<file path="src/tcd_pkg.sv">
// constants and types shared by the transmit command decoder
package tcd_pkg;

   // ----------------------------------------------------------------
   // register map (byte addresses)
   // ----------------------------------------------------------------
   localparam logic [7:0]  REG_DATA       = 8'h00;
   localparam logic [7:0]  REG_IRQ_STAT   = 8'h04;
   localparam logic [7:0]  REG_IRQ_MASK   = 8'h08;
   localparam logic [7:0]  REG_INFO       = 8'h0c;

   // ----------------------------------------------------------------
   // interrupt bits
   // ----------------------------------------------------------------
   localparam int          IRQ_W          = 2;
   localparam int          IRQ_LOADED     = 0;
   localparam int          IRQ_TXERR      = 1;
   localparam logic [1:0]  IRQ_RST        = 2'h0;

   // ----------------------------------------------------------------
   // command word a fields
   // ----------------------------------------------------------------
   localparam int          A_IOC          = 31;
   localparam int          A_ALIGN_HI     = 25;
   localparam int          A_ALIGN_LO     = 24;
   localparam int          A_OFF_HI       = 20;
   localparam int          A_OFF_LO       = 16;
   localparam int          A_FIRST        = 13;
   localparam int          A_LAST         = 12;
   localparam int          A_SIZE_HI      = 10;

   // ----------------------------------------------------------------
   // command word b fields
   // ----------------------------------------------------------------
   localparam int          B_TAG_HI       = 31;
   localparam int          B_TAG_LO       = 16;
   localparam int          B_LEN_HI       = 10;

   // ----------------------------------------------------------------
   // end alignment codes and dword masks
   // ----------------------------------------------------------------
   localparam logic [1:0]  ALIGN_4        = 2'h0;
   localparam logic [1:0]  ALIGN_16       = 2'h1;
   localparam logic [1:0]  ALIGN_32       = 2'h2;
   localparam logic [1:0]  ALIGN_RSVD     = 2'h3;
   localparam logic [10:0] PAD_MASK_4     = 11'h000;
   localparam logic [10:0] PAD_MASK_16    = 11'h003;
   localparam logic [10:0] PAD_MASK_32    = 11'h007;

   typedef enum logic [1:0] {
      ST_CMD_A,
      ST_CMD_B,
      ST_DATA
   } tcd_state_t;

endpackage

</file>
<file path="src/tcd_lane_mask.sv">
// byte enables and byte count of one payload dword
`timescale 1ns/10ps
`default_nettype none

module tcd_lane_mask
(
   input  wire logic [1:0]  lane_i,
   input  wire logic [11:0] left_i,
   output logic      [3:0]  be_o,
   output logic      [2:0]  cnt_o
);

   // ----------------------------------------------------------------
   // one enable per byte lane
   // ----------------------------------------------------------------
   genvar gi;
   generate
      for (gi = 0; gi < 4; gi++)
      begin : g_lane
         assign be_o[gi] = (gi >= lane_i) && ((gi - lane_i) < left_i);
      end
   endgenerate

   logic [2:0] room;

   always_comb
   begin
      room = 3'h4 - {1'b0, lane_i};
      if (left_i < {9'h000, room})
      begin
         cnt_o = left_i[2:0];
      end
      else
      begin
         cnt_o = room;
      end
   end

endmodule // tcd_lane_mask

`default_nettype wire

</file>
<file path="src/tcd_top.sv">
// transmit command decoder with wishbone slave and interrupt logic
// Contract
// - two command words, a then b, precede every buffer.
// - the tag in word b returns unchanged with the packet status.
// - differing word b within one packet raises the transmit error flag.
// - word a bit 31 sets buffer loaded flag when buffer fully taken.
// - word a bits 25:24 select 4, 16 or 32 byte end alignment.
// - padding dwords up to the alignment are dropped, never forwarded.
// - data start offset from 0 to 31 bytes locates first byte.
// - word a bits 13 and 12 mark first and last segment.
// - running sum of buffer sizes must equal packet length, else error.
// - word b holds tag 31:16 and packet length 10:0.
// - offset 1:0 picks first lane, offset 4:2 skips whole dwords.
//
// The register offsets and the Wishbone register port were chosen for this implementation.
`timescale 1ns/10ps
`default_nettype none

module tcd_top
#(
   parameter int ADDR_W = 8
)
(
   input  wire logic              clk_i,
   input  wire logic              rst_i,
   input  wire logic              wb_cyc_i,
   input  wire logic              wb_stb_i,
   input  wire logic              wb_we_i,
   input  wire logic [ADDR_W-1:0] wb_adr_i,
   input  wire logic [3:0]        wb_sel_i,
   input  wire logic [31:0]       wb_dat_i,
   output logic      [31:0]       wb_dat_o,
   output logic                   wb_ack_o,
   output logic      [31:0]       out_data_o,
   output logic      [3:0]        out_be_o,
   output logic                   out_sop_o,
   output logic                   out_eop_o,
   output logic                   out_valid_o,
   input  wire logic              out_ready_i,
   output logic                   status_valid_o,
   output logic      [15:0]       status_tag_o,
   output logic                   status_err_o,
   output logic                   irq_o
);

   generate
      if (ADDR_W < 4 || ADDR_W > 8)
      begin : g_chk
         $error("tcd_top: ADDR_W must lie in 4..8");
      end
   endgenerate

   // ----------------------------------------------------------------
   // state
   // ----------------------------------------------------------------
   tcd_pkg::tcd_state_t state_r, state_nxt;
   logic [31:0]  a_r, a_nxt;
   logic [31:0]  pkt_b_r, pkt_b_nxt;
   logic [11:0]  sum_r, sum_nxt;
   logic [11:0]  left_r, left_nxt;
   logic [10:0]  idx_r, idx_nxt;
   logic [10:0]  total_r, total_nxt;
   logic         in_pkt_r, in_pkt_nxt;
   logic         pkt_err_r, pkt_err_nxt;
   logic         sop_pend_r, sop_pend_nxt;
   logic [31:0]  out_data_r, out_data_nxt;
   logic [3:0]   out_be_r, out_be_nxt;
   logic         out_sop_r, out_sop_nxt;
   logic         out_eop_r, out_eop_nxt;
   logic         out_valid_r, out_valid_nxt;
   logic         st_valid_r, st_valid_nxt;
   logic [15:0]  st_tag_r, st_tag_nxt;
   logic         st_err_r, st_err_nxt;
   logic [1:0]   stat_r, stat_nxt;
   logic [1:0]   mask_r, mask_nxt;
   logic         ack_r, ack_nxt;
   logic [31:0]  rdat_r, rdat_nxt;

   logic         ev_loaded;
   logic         ev_err;
   logic         buf_end;
   logic [10:0]  raw_dw;
   logic [10:0]  pad_mask;
   logic [12:0]  span;
   logic [2:0]   off_dw;
   logic [1:0]   lane;
   logic         is_payload;
   logic [3:0]   be_w;
   logic [2:0]   cnt_w;
   logic         req;
   logic         hit_data;
   logic         stall;
   logic         dp_wr;

   // ----------------------------------------------------------------
   // bus decode
   // ----------------------------------------------------------------
   assign req        = wb_cyc_i && wb_stb_i && !ack_r;
   assign hit_data   = (wb_adr_i == tcd_pkg::REG_DATA[ADDR_W-1:0]);
   assign off_dw     = a_r[tcd_pkg::A_OFF_HI:tcd_pkg::A_OFF_LO+2];
   assign lane       = (idx_r == {8'h00, off_dw}) ? a_r[tcd_pkg::A_OFF_LO+1:tcd_pkg::A_OFF_LO]
                                                  : 2'h0;
   assign is_payload = (idx_r >= {8'h00, off_dw}) && (left_r != 12'h000);
   // payload waits while the output word is still held
   assign stall      = (state_r == tcd_pkg::ST_DATA) && is_payload && hit_data && wb_we_i &&
                       out_valid_r && !out_ready_i;
   assign dp_wr      = req && wb_we_i && hit_data && !stall;

   tcd_lane_mask u_mask
   (
      .lane_i (lane),
      .left_i (left_r),
      .be_o   (be_w),
      .cnt_o  (cnt_w)
   );

   // ----------------------------------------------------------------
   // buffer length in dwords, rounded to the end alignment
   // ----------------------------------------------------------------
   always_comb
   begin
      span = {8'h00, a_r[tcd_pkg::A_OFF_HI:tcd_pkg::A_OFF_LO]} +
             {2'h0, a_r[tcd_pkg::A_SIZE_HI:0]} + 13'h0003;
      raw_dw = span[12:2];
      case (a_r[tcd_pkg::A_ALIGN_HI:tcd_pkg::A_ALIGN_LO])
         tcd_pkg::ALIGN_16: pad_mask = tcd_pkg::PAD_MASK_16;
         tcd_pkg::ALIGN_32: pad_mask = tcd_pkg::PAD_MASK_32;
         default:           pad_mask = tcd_pkg::PAD_MASK_4;
      endcase
   end

   // ----------------------------------------------------------------
   // command decode and data path
   // ----------------------------------------------------------------
   always_comb
   begin
      state_nxt     = state_r;
      a_nxt         = a_r;
      pkt_b_nxt     = pkt_b_r;
      sum_nxt       = sum_r;
      left_nxt      = left_r;
      idx_nxt       = idx_r;
      total_nxt     = total_r;
      in_pkt_nxt    = in_pkt_r;
      pkt_err_nxt   = pkt_err_r;
      sop_pend_nxt  = sop_pend_r;
      out_data_nxt  = out_data_r;
      out_be_nxt    = out_be_r;
      out_sop_nxt   = out_sop_r;
      out_eop_nxt   = out_eop_r;
      out_valid_nxt = out_valid_r && !out_ready_i;
      st_valid_nxt  = 1'b0;
      st_tag_nxt    = st_tag_r;
      st_err_nxt    = st_err_r;
      ev_loaded     = 1'b0;
      ev_err        = 1'b0;
      buf_end       = 1'b0;
      if (dp_wr)
      begin
         case (state_r)
            tcd_pkg::ST_CMD_A:
            begin
               a_nxt     = wb_dat_i;
               state_nxt = tcd_pkg::ST_CMD_B;
               if (wb_dat_i[tcd_pkg::A_ALIGN_HI:tcd_pkg::A_ALIGN_LO] == tcd_pkg::ALIGN_RSVD)
               begin
                  ev_err = 1'b1;
               end
            end
            tcd_pkg::ST_CMD_B:
            begin
               if (a_r[tcd_pkg::A_FIRST])
               begin
                  if (in_pkt_r)
                  begin
                     ev_err = 1'b1;
                  end
                  pkt_b_nxt    = wb_dat_i;
                  sum_nxt      = 12'h000;
                  pkt_err_nxt  = a_r[tcd_pkg::A_ALIGN_HI:tcd_pkg::A_ALIGN_LO] ==
                                 tcd_pkg::ALIGN_RSVD;
                  sop_pend_nxt = 1'b1;
               end
               else if (!in_pkt_r || (wb_dat_i != pkt_b_r))
               begin
                  ev_err = 1'b1;
               end
               in_pkt_nxt = 1'b1;
               idx_nxt    = 11'h000;
               left_nxt   = {1'b0, a_r[tcd_pkg::A_SIZE_HI:0]};
               total_nxt  = (raw_dw + pad_mask) & ~pad_mask;
               if (raw_dw == 11'h000)
               begin
                  buf_end = 1'b1;
               end
               else
               begin
                  state_nxt = tcd_pkg::ST_DATA;
               end
            end
            default:
            begin
               if (is_payload)
               begin
                  out_data_nxt  = wb_dat_i;
                  out_be_nxt    = be_w;
                  out_sop_nxt   = sop_pend_r;
                  out_eop_nxt   = a_r[tcd_pkg::A_LAST] && (left_r == {9'h000, cnt_w});
                  out_valid_nxt = 1'b1;
                  sop_pend_nxt  = 1'b0;
                  left_nxt      = left_r - {9'h000, cnt_w};
               end
               idx_nxt = idx_r + 11'h001;
               if (idx_nxt == total_r)
               begin
                  buf_end = 1'b1;
               end
            end
         endcase
      end
      if (buf_end)
      begin
         state_nxt = tcd_pkg::ST_CMD_A;
         ev_loaded = a_r[tcd_pkg::A_IOC];
         sum_nxt   = sum_nxt + {1'b0, a_r[tcd_pkg::A_SIZE_HI:0]};
         if (a_r[tcd_pkg::A_LAST])
         begin
            if (sum_nxt != {1'b0, pkt_b_nxt[tcd_pkg::B_LEN_HI:0]})
            begin
               ev_err = 1'b1;
            end
            in_pkt_nxt   = 1'b0;
            st_valid_nxt = 1'b1;
            st_tag_nxt   = pkt_b_nxt[tcd_pkg::B_TAG_HI:tcd_pkg::B_TAG_LO];
            st_err_nxt   = pkt_err_nxt || ev_err;
         end
      end
      pkt_err_nxt = pkt_err_nxt || ev_err;
   end

   // ----------------------------------------------------------------
   // registers, interrupts and read data
   // ----------------------------------------------------------------
   always_comb
   begin
      ack_nxt  = req && !stall;
      rdat_nxt = 32'h0000_0000;
      mask_nxt = mask_r;
      stat_nxt = stat_r;
      if (req && !stall && wb_we_i && wb_sel_i[0])
      begin
         if (wb_adr_i == tcd_pkg::REG_IRQ_STAT[ADDR_W-1:0])
         begin
            stat_nxt = stat_r & ~wb_dat_i[tcd_pkg::IRQ_W-1:0];
         end
         else if (wb_adr_i == tcd_pkg::REG_IRQ_MASK[ADDR_W-1:0])
         begin
            mask_nxt = wb_dat_i[tcd_pkg::IRQ_W-1:0];
         end
      end
      // set wins over a clear in the same cycle
      stat_nxt[tcd_pkg::IRQ_LOADED] = stat_nxt[tcd_pkg::IRQ_LOADED] || ev_loaded;
      stat_nxt[tcd_pkg::IRQ_TXERR]  = stat_nxt[tcd_pkg::IRQ_TXERR] || ev_err;
      if (req && !wb_we_i)
      begin
         if (wb_adr_i == tcd_pkg::REG_IRQ_STAT[ADDR_W-1:0])
         begin
            rdat_nxt[tcd_pkg::IRQ_W-1:0] = stat_r;
         end
         else if (wb_adr_i == tcd_pkg::REG_IRQ_MASK[ADDR_W-1:0])
         begin
            rdat_nxt[tcd_pkg::IRQ_W-1:0] = mask_r;
         end
         else if (wb_adr_i == tcd_pkg::REG_INFO[ADDR_W-1:0])
         begin
            rdat_nxt = {pkt_b_r[tcd_pkg::B_TAG_HI:tcd_pkg::B_TAG_LO], 13'h0000, in_pkt_r, state_r};
         end
      end
   end

   always_ff @(posedge clk_i)
   begin
      if (rst_i)
      begin
         state_r     <= tcd_pkg::ST_CMD_A;
         a_r         <= 32'h0000_0000;
         pkt_b_r     <= 32'h0000_0000;
         sum_r       <= 12'h000;
         left_r      <= 12'h000;
         idx_r       <= 11'h000;
         total_r     <= 11'h000;
         in_pkt_r    <= 1'b0;
         pkt_err_r   <= 1'b0;
         sop_pend_r  <= 1'b0;
         out_data_r  <= 32'h0000_0000;
         out_be_r    <= 4'h0;
         out_sop_r   <= 1'b0;
         out_eop_r   <= 1'b0;
         out_valid_r <= 1'b0;
         st_valid_r  <= 1'b0;
         st_tag_r    <= 16'h0000;
         st_err_r    <= 1'b0;
         stat_r      <= tcd_pkg::IRQ_RST;
         mask_r      <= tcd_pkg::IRQ_RST;
         ack_r       <= 1'b0;
         rdat_r      <= 32'h0000_0000;
      end
      else
      begin
         state_r     <= state_nxt;
         a_r         <= a_nxt;
         pkt_b_r     <= pkt_b_nxt;
         sum_r       <= sum_nxt;
         left_r      <= left_nxt;
         idx_r       <= idx_nxt;
         total_r     <= total_nxt;
         in_pkt_r    <= in_pkt_nxt;
         pkt_err_r   <= pkt_err_nxt;
         sop_pend_r  <= sop_pend_nxt;
         out_data_r  <= out_data_nxt;
         out_be_r    <= out_be_nxt;
         out_sop_r   <= out_sop_nxt;
         out_eop_r   <= out_eop_nxt;
         out_valid_r <= out_valid_nxt;
         st_valid_r  <= st_valid_nxt;
         st_tag_r    <= st_tag_nxt;
         st_err_r    <= st_err_nxt;
         stat_r      <= stat_nxt;
         mask_r      <= mask_nxt;
         ack_r       <= ack_nxt;
         rdat_r      <= rdat_nxt;
      end
   end

   assign wb_ack_o       = ack_r;
   assign wb_dat_o       = rdat_r;
   assign out_data_o     = out_data_r;
   assign out_be_o       = out_be_r;
   assign out_sop_o      = out_sop_r;
   assign out_eop_o      = out_eop_r;
   assign out_valid_o    = out_valid_r;
   assign status_valid_o = st_valid_r;
   assign status_tag_o   = st_tag_r;
   assign status_err_o   = st_err_r;
   assign irq_o          = |(stat_r & mask_r);
endmodule // tcd_top

`default_nettype wire

</file>
<file path="config.mk">
export PLATFORM = sky130hd
export DESIGN_NAME = tcd_top
export DESIGN_NICKNAME = d
export VERILOG_FILES = /design/src/tcd_pkg.sv /design/src/tcd_lane_mask.sv /design/src/tcd_top.sv
export SDC_FILE = /design/constraint.sdc
export NUM_CORES = 1
export LEC_CHECK = 0
export ABC_AREA = 1
export BUFFER_PORTS_ARGS = -buffer_cell sky130_fd_sc_hd__clkbuf_2
export CORE_MARGIN = 5
export CORE_UTILIZATION = 46
export DETAILED_ROUTE_END_ITERATION = 12
export PLACE_DENSITY = 0.75
export SLEW_MARGIN = 25
export SYNTH_ARGS = -nofsm -noshare
export SYNTH_HDL_FRONTEND = slang
export SYNTH_SLANG_ARGS = --single-unit
</file>
<file path="constraint.sdc">
create_clock -name clk_i -period 5.3 [get_ports clk_i]
set_input_delay 0.53 -clock clk_i [delete_from_list [all_inputs] [get_ports clk_i]]
set_output_delay 0.53 -clock clk_i [all_outputs]
set_load 0.02 [all_outputs]
</file>
==> results.sh, run 1 <==
export IMPL_yosys_area_share_simple=0.229
export IMPL_end_kind="flip-flop"
export IMPL_synthCells=1408
export IMPL_wl_per_cell_um=15.6
export IMPL_outcome="finished clean"
export IMPL_setup_ws_ps=602
export IMPL_synth_area_leaders="dfxtp_1 (36%), ha_1 (8.6%), nand2_1 (8.6%)"
export IMPL_crit_type="reg2reg"
export IMPL_antenna_found_initial=0
export IMPL_powerDensity_nw_per_um2=240
export IMPL_tns_ps=0
export IMPL_worst_slew_pin_slew_ps=911
export IMPL_grt_busiest_layer="met2"
export IMPL_min_path_type="in2reg"
export IMPL_ys_async_sr_fraction=0
export IMPL_timing_critical_path_from="a_r[20]"
export IMPL_critPathSlowestCell="dfxtp_1"
export IMPL_cp_num_buf_inv=4
export IMPL_setup_violations=0
export IMPL_fp_dieW_um=159
export IMPL_maxSlewHeadroom=0.389
export IMPL_via_per_inst=5.27
export IMPL_r2r_start="a_r[20]"
export IMPL_finalCritPeriodShare=0.886
export IMPL_synth_xor_area_share=0.0325
export IMPL_synth_compound_area_frac=0.173
export IMPL_post_cts_buffers=0
export IMPL_num_io_pins=141
export IMPL_crit_top_cell="nor2_1"
export IMPL_drt_first_pass_iters=5
export IMPL_via_count=9558
export IMPL_initial_core_util=0.467
export IMPL_drc=0
export IMPL_ys_warn_count=0
export IMPL_whs_path_depth=2
export IMPL_layout_drive_gt1_share=0.138
export IMPL_avgSynthCellArea_sq_um=7.24
export IMPL_holdCritStartpoint="wb_dat_i[26]"
export IMPL_yosysUniqueCellTypes=59
export IMPL_dr_first_iter_drc_count=685
export IMPL_yosys_top_cells_count="nand2_1 (233), inv_1 (198), dfxtp_1 (185)"
export IMPL_r2r_cells=26
export IMPL_use_met1=0.289
export IMPL_grt_overflow_total=0
export IMPL_cts_tree="yes"
export IMPL_cp_required_ps=5610
export IMPL_core_region_area_sq_um=21800
export IMPL_cts_buffers=17
export IMPL_track_usage=0.219
export IMPL_place_ws_ps=517
export IMPL_grt_pass1_wl_mm=46.1
export IMPL_cts_root_buf="clkbuf_16"
export IMPL_drv_slew=0
export IMPL_final_nets=1644
export IMPL_grt_pass1_vias=9035
export IMPL_grt_setup_unrepaired="no"
export IMPL_groute_layer_met3_usage=0.0402
export IMPL_n_antenna_cell=0
export IMPL_post_synth_top_count_cell="nand2_1"
export IMPL_cts_htree_levels=4
export IMPL_synth_top_family_by_area="simple AND/OR/NAND/NOR gates"
export IMPL_synth_top_cell_area_share=0.363
export IMPL_fillers=2089
export IMPL_synth_edff_count=0
export IMPL_drv_cap=0
export IMPL_grt_use_met2=0.365
export IMPL_wl_mm=28.3
export IMPL_syn_to_final_growth_pct=14.0
export IMPL_synth_fa_ha_area_frac=0.0918
export IMPL_dp_hpwl_mm=21.1
export IMPL_grt_max_degree=78
export IMPL_muxShareOfSynthArea=0.000982
export IMPL_p_leak_uw=0.00555
export IMPL_synthesis_area_sq_um=10200
export IMPL_ys_seq_area_frac=0.363
export IMPL_cpLargestDelayFamily="simple AND/OR/NAND/NOR gates"
export IMPL_r2r_end="left_r[9]"
export IMPL_setup_worst_path_start_class="flip-flop"
export IMPL_rows=54
export IMPL_die_h_um=159
export IMPL_clock_latency_ps=440
export IMPL_cpPeakStageDelay_ps=390
export IMPL_skew_ps=9.43
export IMPL_cts_clk_slew_worst_paths_ps=70
export IMPL_r2r_slack_ps=600
export IMPL_hold_viol=0
export IMPL_numPortBuffers=124
export IMPL_fmax_mhz=213
export IMPL_period_needed_ps=4700
export IMPL_ant_nets=0
export IMPL_dieArea_sq_um=25200
export IMPL_worst_path_max_fanout=6
export IMPL_ir_worst_vdd_uv=219
export IMPL_routabilityCongestion=0.955
export IMPL_ys_flop_type="dfxtp_1"
export IMPL_clockBufferDepth=2
export IMPL_arrival_ps=5010
export IMPL_clock_sinks=185
export IMPL_synth_seq_cells=185
export IMPL_synth_top_area_cell="dfxtp_1"
export IMPL_hold_path_end="out_data_o[26]"
## cells in the final DEF, fill, tap and decap left out, types with 3 or more instances in the layout
cell type	n
nor2_2	6
nand3b_1	3
a21oi_1	117
nor2_1	176
nand4_1	25
buf_4	10
clkinv_4	3
inv_2	11
o2111ai_1	5
nand2_2	3
o21ai_1	23
nand3_1	49
fa_1	3
clkbuf_8	3
ha_1	70
or2_2	3
o211ai_1	7
nor3_1	18
dfxtp_1	185
nor2_4	4
inv_1	197
o31ai_1	3
clkbuf_16	17
xor2_1	22
inv_6	4
a31oi_1	3
o21ai_0	98
o22ai_1	10
nor4_1	5
xnor2_1	14
clkbuf_2	124
a211oi_1	20
conb_1	13
nand2_1	233
a22oi_1	4
a22o_1	7
## registers in the layout, summed over array words and instances (netlist names), 4 cells and up
name / cells
a_r: 21
idx_r: 11
left_r: 12
out_be_o: 4
out_data_o: 32
pkt_b_r: 32
status_tag_o: 16
sum_r: 12
total_r: 11
wb_dat_o: 19
## worst register-to-register path: cells and delay by family, from the launching register on
family          cells  cell delay, ps
simple gates       11            1430
fa+ha+maj           4            1230
compound gates      6            1020
flops               1             390
buf+inv             4             370
xor+xnor            1             140
## per-stage QoR
step	total power (uW)	util	instances	hold WS, ps	cell area [sq um]
5_1_grt	2880	0.532	1814	353	11600
3_3_place_gp	1520	0.503	1780	440	11000
4_1_cts	2800	0.531	1812	348	11600
2_1_floorplan	1480	-	1420	437	10200
6_report	2790	0.532	1814	355	11600
3_5_place_dp	1520	0.503	1780	450	11000
## final cells by class
cell class | instances | area [sq um] | share of cell area
clock buffers | 21 | 470 | 0.0405
clock inverters | 11 | 129 | 0.0111
well taps | 280 | 350 | 0.0301
multi-input cells | 971 | 5440 | 0.468
flip-flops and latches | 185 | 3700 | 0.319
repair buffers | 136 | 738 | 0.0635
inverters | 210 | 793 | 0.0683
## how the worst max path moves through the flow
| stage | endpoint | cells past startpoint |
|---|---|---|
| after floorplan | left_r[9] | 26 |
| after global placement | left_r[9] | 26 |
| after detailed placement | left_r[9] | 26 |
| after CTS | left_r[9] | 26 |
| after global routing | left_r[9] | 26 |
| final | left_r[9] | 26 |
## power by group
group          total (uW)  switching [uW]  internal (uW)
clock network        1300             593            704
registers            1390           0.314           1390
logic                 106            74.3           31.4
## what timing repair did
item,4_1_cts,5_1_grt
setup endpoints to repair,0,2
hold buffers,0,0
gates resized for setup,0,1
## metal layers
layer	vias up	share of wire
met1	4403	0.45
met5	-	0
met3	38	0.057
met4	0	0.024
met2	290	0.47
li1	4827	-
## cells by family (layout without fill, tap and decap cells)
kind of cell,Yosys count,in the layout
AO/OA/AOI/OAI,310,310
XOR/XNOR,37,37
adder cells (fa/ha/maj),73,73
buffers and inverters,264,378
flip-flops,185,185
multiplexers,1,1
other,1,13
AND/OR/NAND/NOR,537,537
Power figures use the tool's default switching activity.
==> run 2: changes to the inputs <==
BUFFER_PORTS_ARGS = -buffer_cell sky130_fd_sc_hd__buf_2   (was -buffer_cell sky130_fd_sc_hd__clkbuf_2)
PLACE_DENSITY = 0.62   (was 0.75)
SKIP_CTS_REPAIR_TIMING = 1   (was unset)
==> run 2 against run 1 <==
  * Register-to-register slack barely moved
  * Clock skew rose by 6.9 ps
  * Sequential cell count did not move
  * Final area up 0.23%
  * Cell count shrank 0.11%
  * Non-clock buffer count fell by 2
  * Largest cell class unchanged
  * Sequential share of layout area shrank 0.072 points
  * Maximum frequency decreased by 0.20%
  * Via count is 1.4% lower
  * Highest routed layer unchanged
  * Combinational power is essentially flat
==> results.sh, run 2 (synthesis results as in run 1) <==
export IMPL_setup_violations=0
export IMPL_cp_required_ps=5600
export IMPL_dieArea_sq_um=25200
export IMPL_n_antenna_cell=0
export IMPL_dr_first_iter_drc_count=669
export IMPL_crit_type="reg2reg"
export IMPL_fmax_mhz=212
export IMPL_drc=0
export IMPL_wl_mm=28.7
export IMPL_worst_slew_pin_slew_ps=956
export IMPL_grt_pass1_wl_mm=46.4
export IMPL_r2r_slack_ps=590
export IMPL_worst_path_max_fanout=6
export IMPL_layout_drive_gt1_share=0.138
export IMPL_track_usage=0.223
export IMPL_antenna_found_initial=0
export IMPL_ant_nets=0
export IMPL_powerDensity_nw_per_um2=247
export IMPL_cts_htree_levels=4
export IMPL_period_needed_ps=4710
export IMPL_outcome="finished clean"
export IMPL_grt_pass1_vias=8818
export IMPL_layout_common_cells="nand2_1 (233), inv_1 (197), dfxtp_1 (185)"
export IMPL_finalInstanceArea_sq_um=11600
export IMPL_routabilityCongestion=0.879
export IMPL_final_nets=1642
export IMPL_min_path_type="in2reg"
export IMPL_placed_area_sq_um=11000
export IMPL_layout_cells_non_filler=1812
export IMPL_cpPeakStageDelay_ps=380
export IMPL_grt_overflow_total=0
export IMPL_grt_max_degree=78
export IMPL_clock_sinks=185
export IMPL_crit_top_cell="nor2_1"
export IMPL_tns_ps=0
export IMPL_hold_viol=0
export IMPL_syn_to_final_growth_pct=14.3
export IMPL_clock_latency_ps=440
export IMPL_via_per_inst=5.20
export IMPL_maxSlewHeadroom=0.362
export IMPL_p_total_uw=2880
export IMPL_placed_cells=1780
export IMPL_ir_worst_vdd_uv=195
export IMPL_critPathSlowestCell="dfxtp_1"
export IMPL_end_kind="flip-flop"
export IMPL_drv_slew=0
export IMPL_arrival_ps=5000
export IMPL_clockBufferDepth=2
export IMPL_cts_clk_slew_worst_paths_ps=80
export IMPL_core_region_area_sq_um=21800
export IMPL_layout_commonest_cell="nand2_1"
export IMPL_cts_root_buf="clkbuf_16"
export IMPL_setup_worst_path_start_class="flip-flop"
export IMPL_wl_per_cell_um=15.9
export IMPL_cts_buffers=17
export IMPL_dp_hpwl_mm=21.5
export IMPL_fp_dieW_um=159
export IMPL_skew_ps=16.3
export IMPL_numPortBuffers=124
export IMPL_drv_cap=0
export IMPL_die_h_um=159
export IMPL_fin_util=0.534
export IMPL_rows=54
export IMPL_finalCritPeriodShare=0.888
export IMPL_cts_tree="yes"
export IMPL_initial_core_util=0.467
export IMPL_num_io_pins=141
export IMPL_p_leak_uw=0.00562
export IMPL_drt_first_pass_iters=5
export IMPL_grt_setup_unrepaired="no"
export IMPL_via_count=9423
run 2: changes by cell type in the layout (fill, tap and decap cells not counted), sizes merged:
cell	delta
clkinv	+4
buf	+122
clkinvlp	-1
clkbuf	-128
bufinv	+1
run 2: area by class of cell:
class | count | area, sq um
Multi-Input combinational cell | 971 | 5440
Timing Repair Buffer | 134 | 708
Tap cell | 280 | 350
Fill cell | 2172 | 10200
Inverter | 210 | 793
Clock buffer | 17 | 425
Sequential cell | 185 | 3700
Clock inverter | 15 | 226
run 2: critical path: cells and delay by family (launching register included):
| family | cells | cell delay (ps) |
|---|---|---|
| compound gates | 6 | 1020 |
| xor+xnor | 1 | 140 |
| fa+ha+maj | 4 | 1230 |
| buf+inv | 4 | 390 |
| flops | 1 | 380 |
| simple gates | 11 | 1400 |
run 2: path summary, 6_finish.rpt:
check | from | endpoint | cells after the start
worst max-delay path | a_r[20] | left_r[9] | 26
worst min register to register | out_data_o[0] | out_data_o[0] | 2
worst min-delay path | wb_dat_i[26] | out_data_o[26] | 2
worst max register to register | a_r[20] | left_r[9] | 26
run 2: through the flow:
| step | worst slack (ps) | hold WS (ps) |
|---|---|---|
| floorplan | 542 | 437 |
| finish | 592 | 353 |
| global route | 12.6 | 337 |
| CTS | 469 | 335 |
| detailed placement | 494 | 439 |
| global placement | 643 | 437 |
run 2: power breakdown:
group	switching, uW	internal (uW)	leakage (uW)
registers	0.306	1390	0.00149
clock network	653	735	0.000315
logic	74.1	30.3	0.00382
total	728	2150	0.00562
run 2: per-layer routing:
layer,share of wire,GRT usage,routed length (um)
met1,0.46,0.303,13300
met2,0.47,0.365,13400
met3,0.050,0.0399,1440
met4,0.020,0.0583,582
met5,0,0,0
==> run 3: changes to the inputs <==
SYNTH_HIERARCHICAL = 1   (was unset)
==> run 3 against run 2 <==
  * Final area shrank 0.54%
  * Sequential power about the same
  * Clock skew grew 2.2 ps
  * Critical path type unchanged
  * Critical endpoint unchanged
  * Register-to-register slack got worse by 50 ps
==> results.sh, run 3 <==
export IMPL_ys_async_sr_fraction=0
export IMPL_cts_clk_slew_worst_paths_ps=90
export IMPL_r2r_cells=26
export IMPL_holdCritStartpoint="wb_dat_i[26]"
export IMPL_grt_pass1_wl_mm=45.7
export IMPL_cts_buffers=17
export IMPL_yosys_top_cells_count="nand2_1 (225), nor2_1 (199), inv_1 (188)"
export IMPL_critPathSlowestCell="dfxtp_1"
export IMPL_routabilityCongestion=0.873
export IMPL_timing_critical_path_from="idx_r[0]"
export IMPL_r2r_end="left_r[9]"
export IMPL_synth_compound_area_frac=0.162
export IMPL_cpLargestDelayFamily="simple AND/OR/NAND/NOR gates"
export IMPL_fp_dieW_um=159
export IMPL_muxShareOfSynthArea=0.000982
export IMPL_worst_slew_pin_slew_ps=867
export IMPL_yosys_area_share_simple=0.248
export IMPL_grt_setup_unrepaired="no"
export IMPL_hold_slack_ps=356
export IMPL_synth_xor_area_share=0.0352
export IMPL_ys_seq_area_frac=0.363
export IMPL_arrival_ps=5060
export IMPL_p_leak_uw=0.00558
export IMPL_end_kind="flip-flop"
export IMPL_worst_path_max_fanout=11
export IMPL_clock_sinks=185
export IMPL_maxSlewHeadroom=0.420
export IMPL_skew_ps=18.5
export IMPL_yosysUniqueCellTypes=56
export IMPL_dieArea_sq_um=25200
export IMPL_finalCritPeriodShare=0.897
export IMPL_grt_max_degree=59
export IMPL_wl_per_cell_um=15.6
export IMPL_antenna_found_initial=0
export IMPL_setup_violations=0
export IMPL_synth_edff_count=0
export IMPL_cp_required_ps=5600
export IMPL_final_nets=1646
export IMPL_ant_nets=0
export IMPL_fmax_mhz=210
export IMPL_r2r_slack_ps=540
export IMPL_core_region_area_sq_um=21800
export IMPL_die_h_um=159
export IMPL_grt_pass1_vias=8873
export IMPL_cpPeakStageDelay_ps=470
export IMPL_powerDensity_nw_per_um2=244
export IMPL_synth_top_family_by_area="simple AND/OR/NAND/NOR gates"
export IMPL_clockBufferDepth=2
export IMPL_hold_viol=0
export IMPL_ys_warn_count=6
export IMPL_initial_core_util=0.467
export IMPL_outcome="finished clean"
export IMPL_avgSynthCellArea_sq_um=7.16
export IMPL_drc=0
export IMPL_fillers=2236
export IMPL_synthCells=1424
export IMPL_synth_top_area_cell="dfxtp_1"
export IMPL_layout_drive_gt1_share=0.150
export IMPL_cp_num_buf_inv=5
export IMPL_ir_worst_vdd_uv=204
export IMPL_synth_seq_cells=185
export IMPL_min_path_type="in2reg"
export IMPL_numPortBuffers=124
export IMPL_r2r_start="idx_r[0]"
export IMPL_grt_overflow_total=0
export IMPL_track_usage=0.218
export IMPL_cts_htree_levels=4
export IMPL_post_synth_top_count_cell="nand2_1"
export IMPL_layout_cells_non_filler=1825
export IMPL_whs_path_depth=3
export IMPL_via_per_inst=5.13
export IMPL_synth_area_leaders="dfxtp_1 (36%), nand2_1 (8.3%), ha_1 (7.5%)"
export IMPL_wl_mm=28.4
export IMPL_drv_slew=0
export IMPL_via_count=9354
export IMPL_crit_type="reg2reg"
export IMPL_setup_worst_path_start_class="flip-flop"
export IMPL_cts_root_buf="clkbuf_16"
export IMPL_hold_path_end="out_data_o[26]"
export IMPL_syn_to_final_growth_pct=13.6
export IMPL_synth_fa_ha_area_frac=0.0808
export IMPL_synthesis_area_sq_um=10200
export IMPL_ys_flop_type="dfxtp_1"
export IMPL_drv_cap=0
export IMPL_tns_ps=0
export IMPL_layout_commonest_cell="nand2_1"
export IMPL_n_antenna_cell=0
export IMPL_dr_first_iter_drc_count=580
export IMPL_clock_latency_ps=450
export IMPL_placed_cells=1793
export IMPL_layout_common_cells="nand2_1 (225), nor2_1 (199), inv_1 (186)"
export IMPL_rows=54
export IMPL_dp_hpwl_mm=20.9
export IMPL_cts_tree="yes"
export IMPL_drt_first_pass_iters=5
export IMPL_num_io_pins=141
export IMPL_synth_top_cell_area_share=0.363
export IMPL_period_needed_ps=4760
-- run 3: per-stage QoR --
step                       util  setup WS (ps)  instance area, sq um  power [uW]
after floorplan               -            772                 10200        1480
after global placement    0.502            654                 10900        1520
after detailed placement  0.502            582                 10900        1520
after CTS                 0.531            558                 11600        2850
after global routing      0.531           85.4                 11600        2920
final                     0.531            545                 11600        2830
-- run 3: logic make-up (layout without fill, tap and decap cells) --
logic type	count (synthesis)	count (layout)
AOI/OAI and AO/OA	301	301
xor gates and xnor gates	41	41
adders and majority gates	64	64
buffers and inverters	261	370
DFF	185	185
muxes	1	1
other	1	13
and+or+nand+nor	570	570
-- run 3: how the worst max path moves through the flow --
stage	slack (ps)	cells after the start	to
after CTS	560	26	left_r[9]
after global routing	90	24	left_r[11]
after global placement	650	26	left_r[9]
after detailed placement	580	26	left_r[9]
after floorplan	770	26	left_r[9]
final	540	26	left_r[9]
-- run 3: worst reg2reg max path, cell delays in order (launching register included) --
cell and delay [ps]:
dfxtp_1 470, inv_1 110, ha_1 290, nand4_1 130
or2_2 320, nor2_1 380, inv_2 70, ha_1 260
inv_1 320, ha_1 320, o21bai_4 180, nand3_4 80
nand2_1 50, o21ai_1 70, inv_1 50, ha_1 310
a21oi_1 140, o21ai_0 120, nor2_1 190, nand2_1 80
inv_1 70, nand2_1 100, nor2_1 140, xnor2_1 130
nand2_1 60, o211ai_1 90, a21oi_1 80
-- run 3: metal layers --
layer	vias to the layer above	track usage	wire length [um]
met4	0	0.0539	457
met2	225	0.361	13100
li1	4819	-	-
met3	30	0.0422	1600
met5	-	0	0
met1	4280	0.293	13300
-- run 3: layout make-up --
class	count	area, sq um	share of cell area
Sequential cell	185	3700	0.320
Timing Repair Buffer	135	703	0.0607
Inverter	203	764	0.0660
Multi-Input combinational cell	990	5430	0.468
Clock inverter	15	211	0.0183
Clock buffer	17	425	0.0367
Tap cell	280	350	0.0302
-- run 3: report_power, final --
group	internal [uW]	switching, uW
Combinational	27.2	72.8
Clock	653	688
Sequential	1390	0.308
Total	2070	761
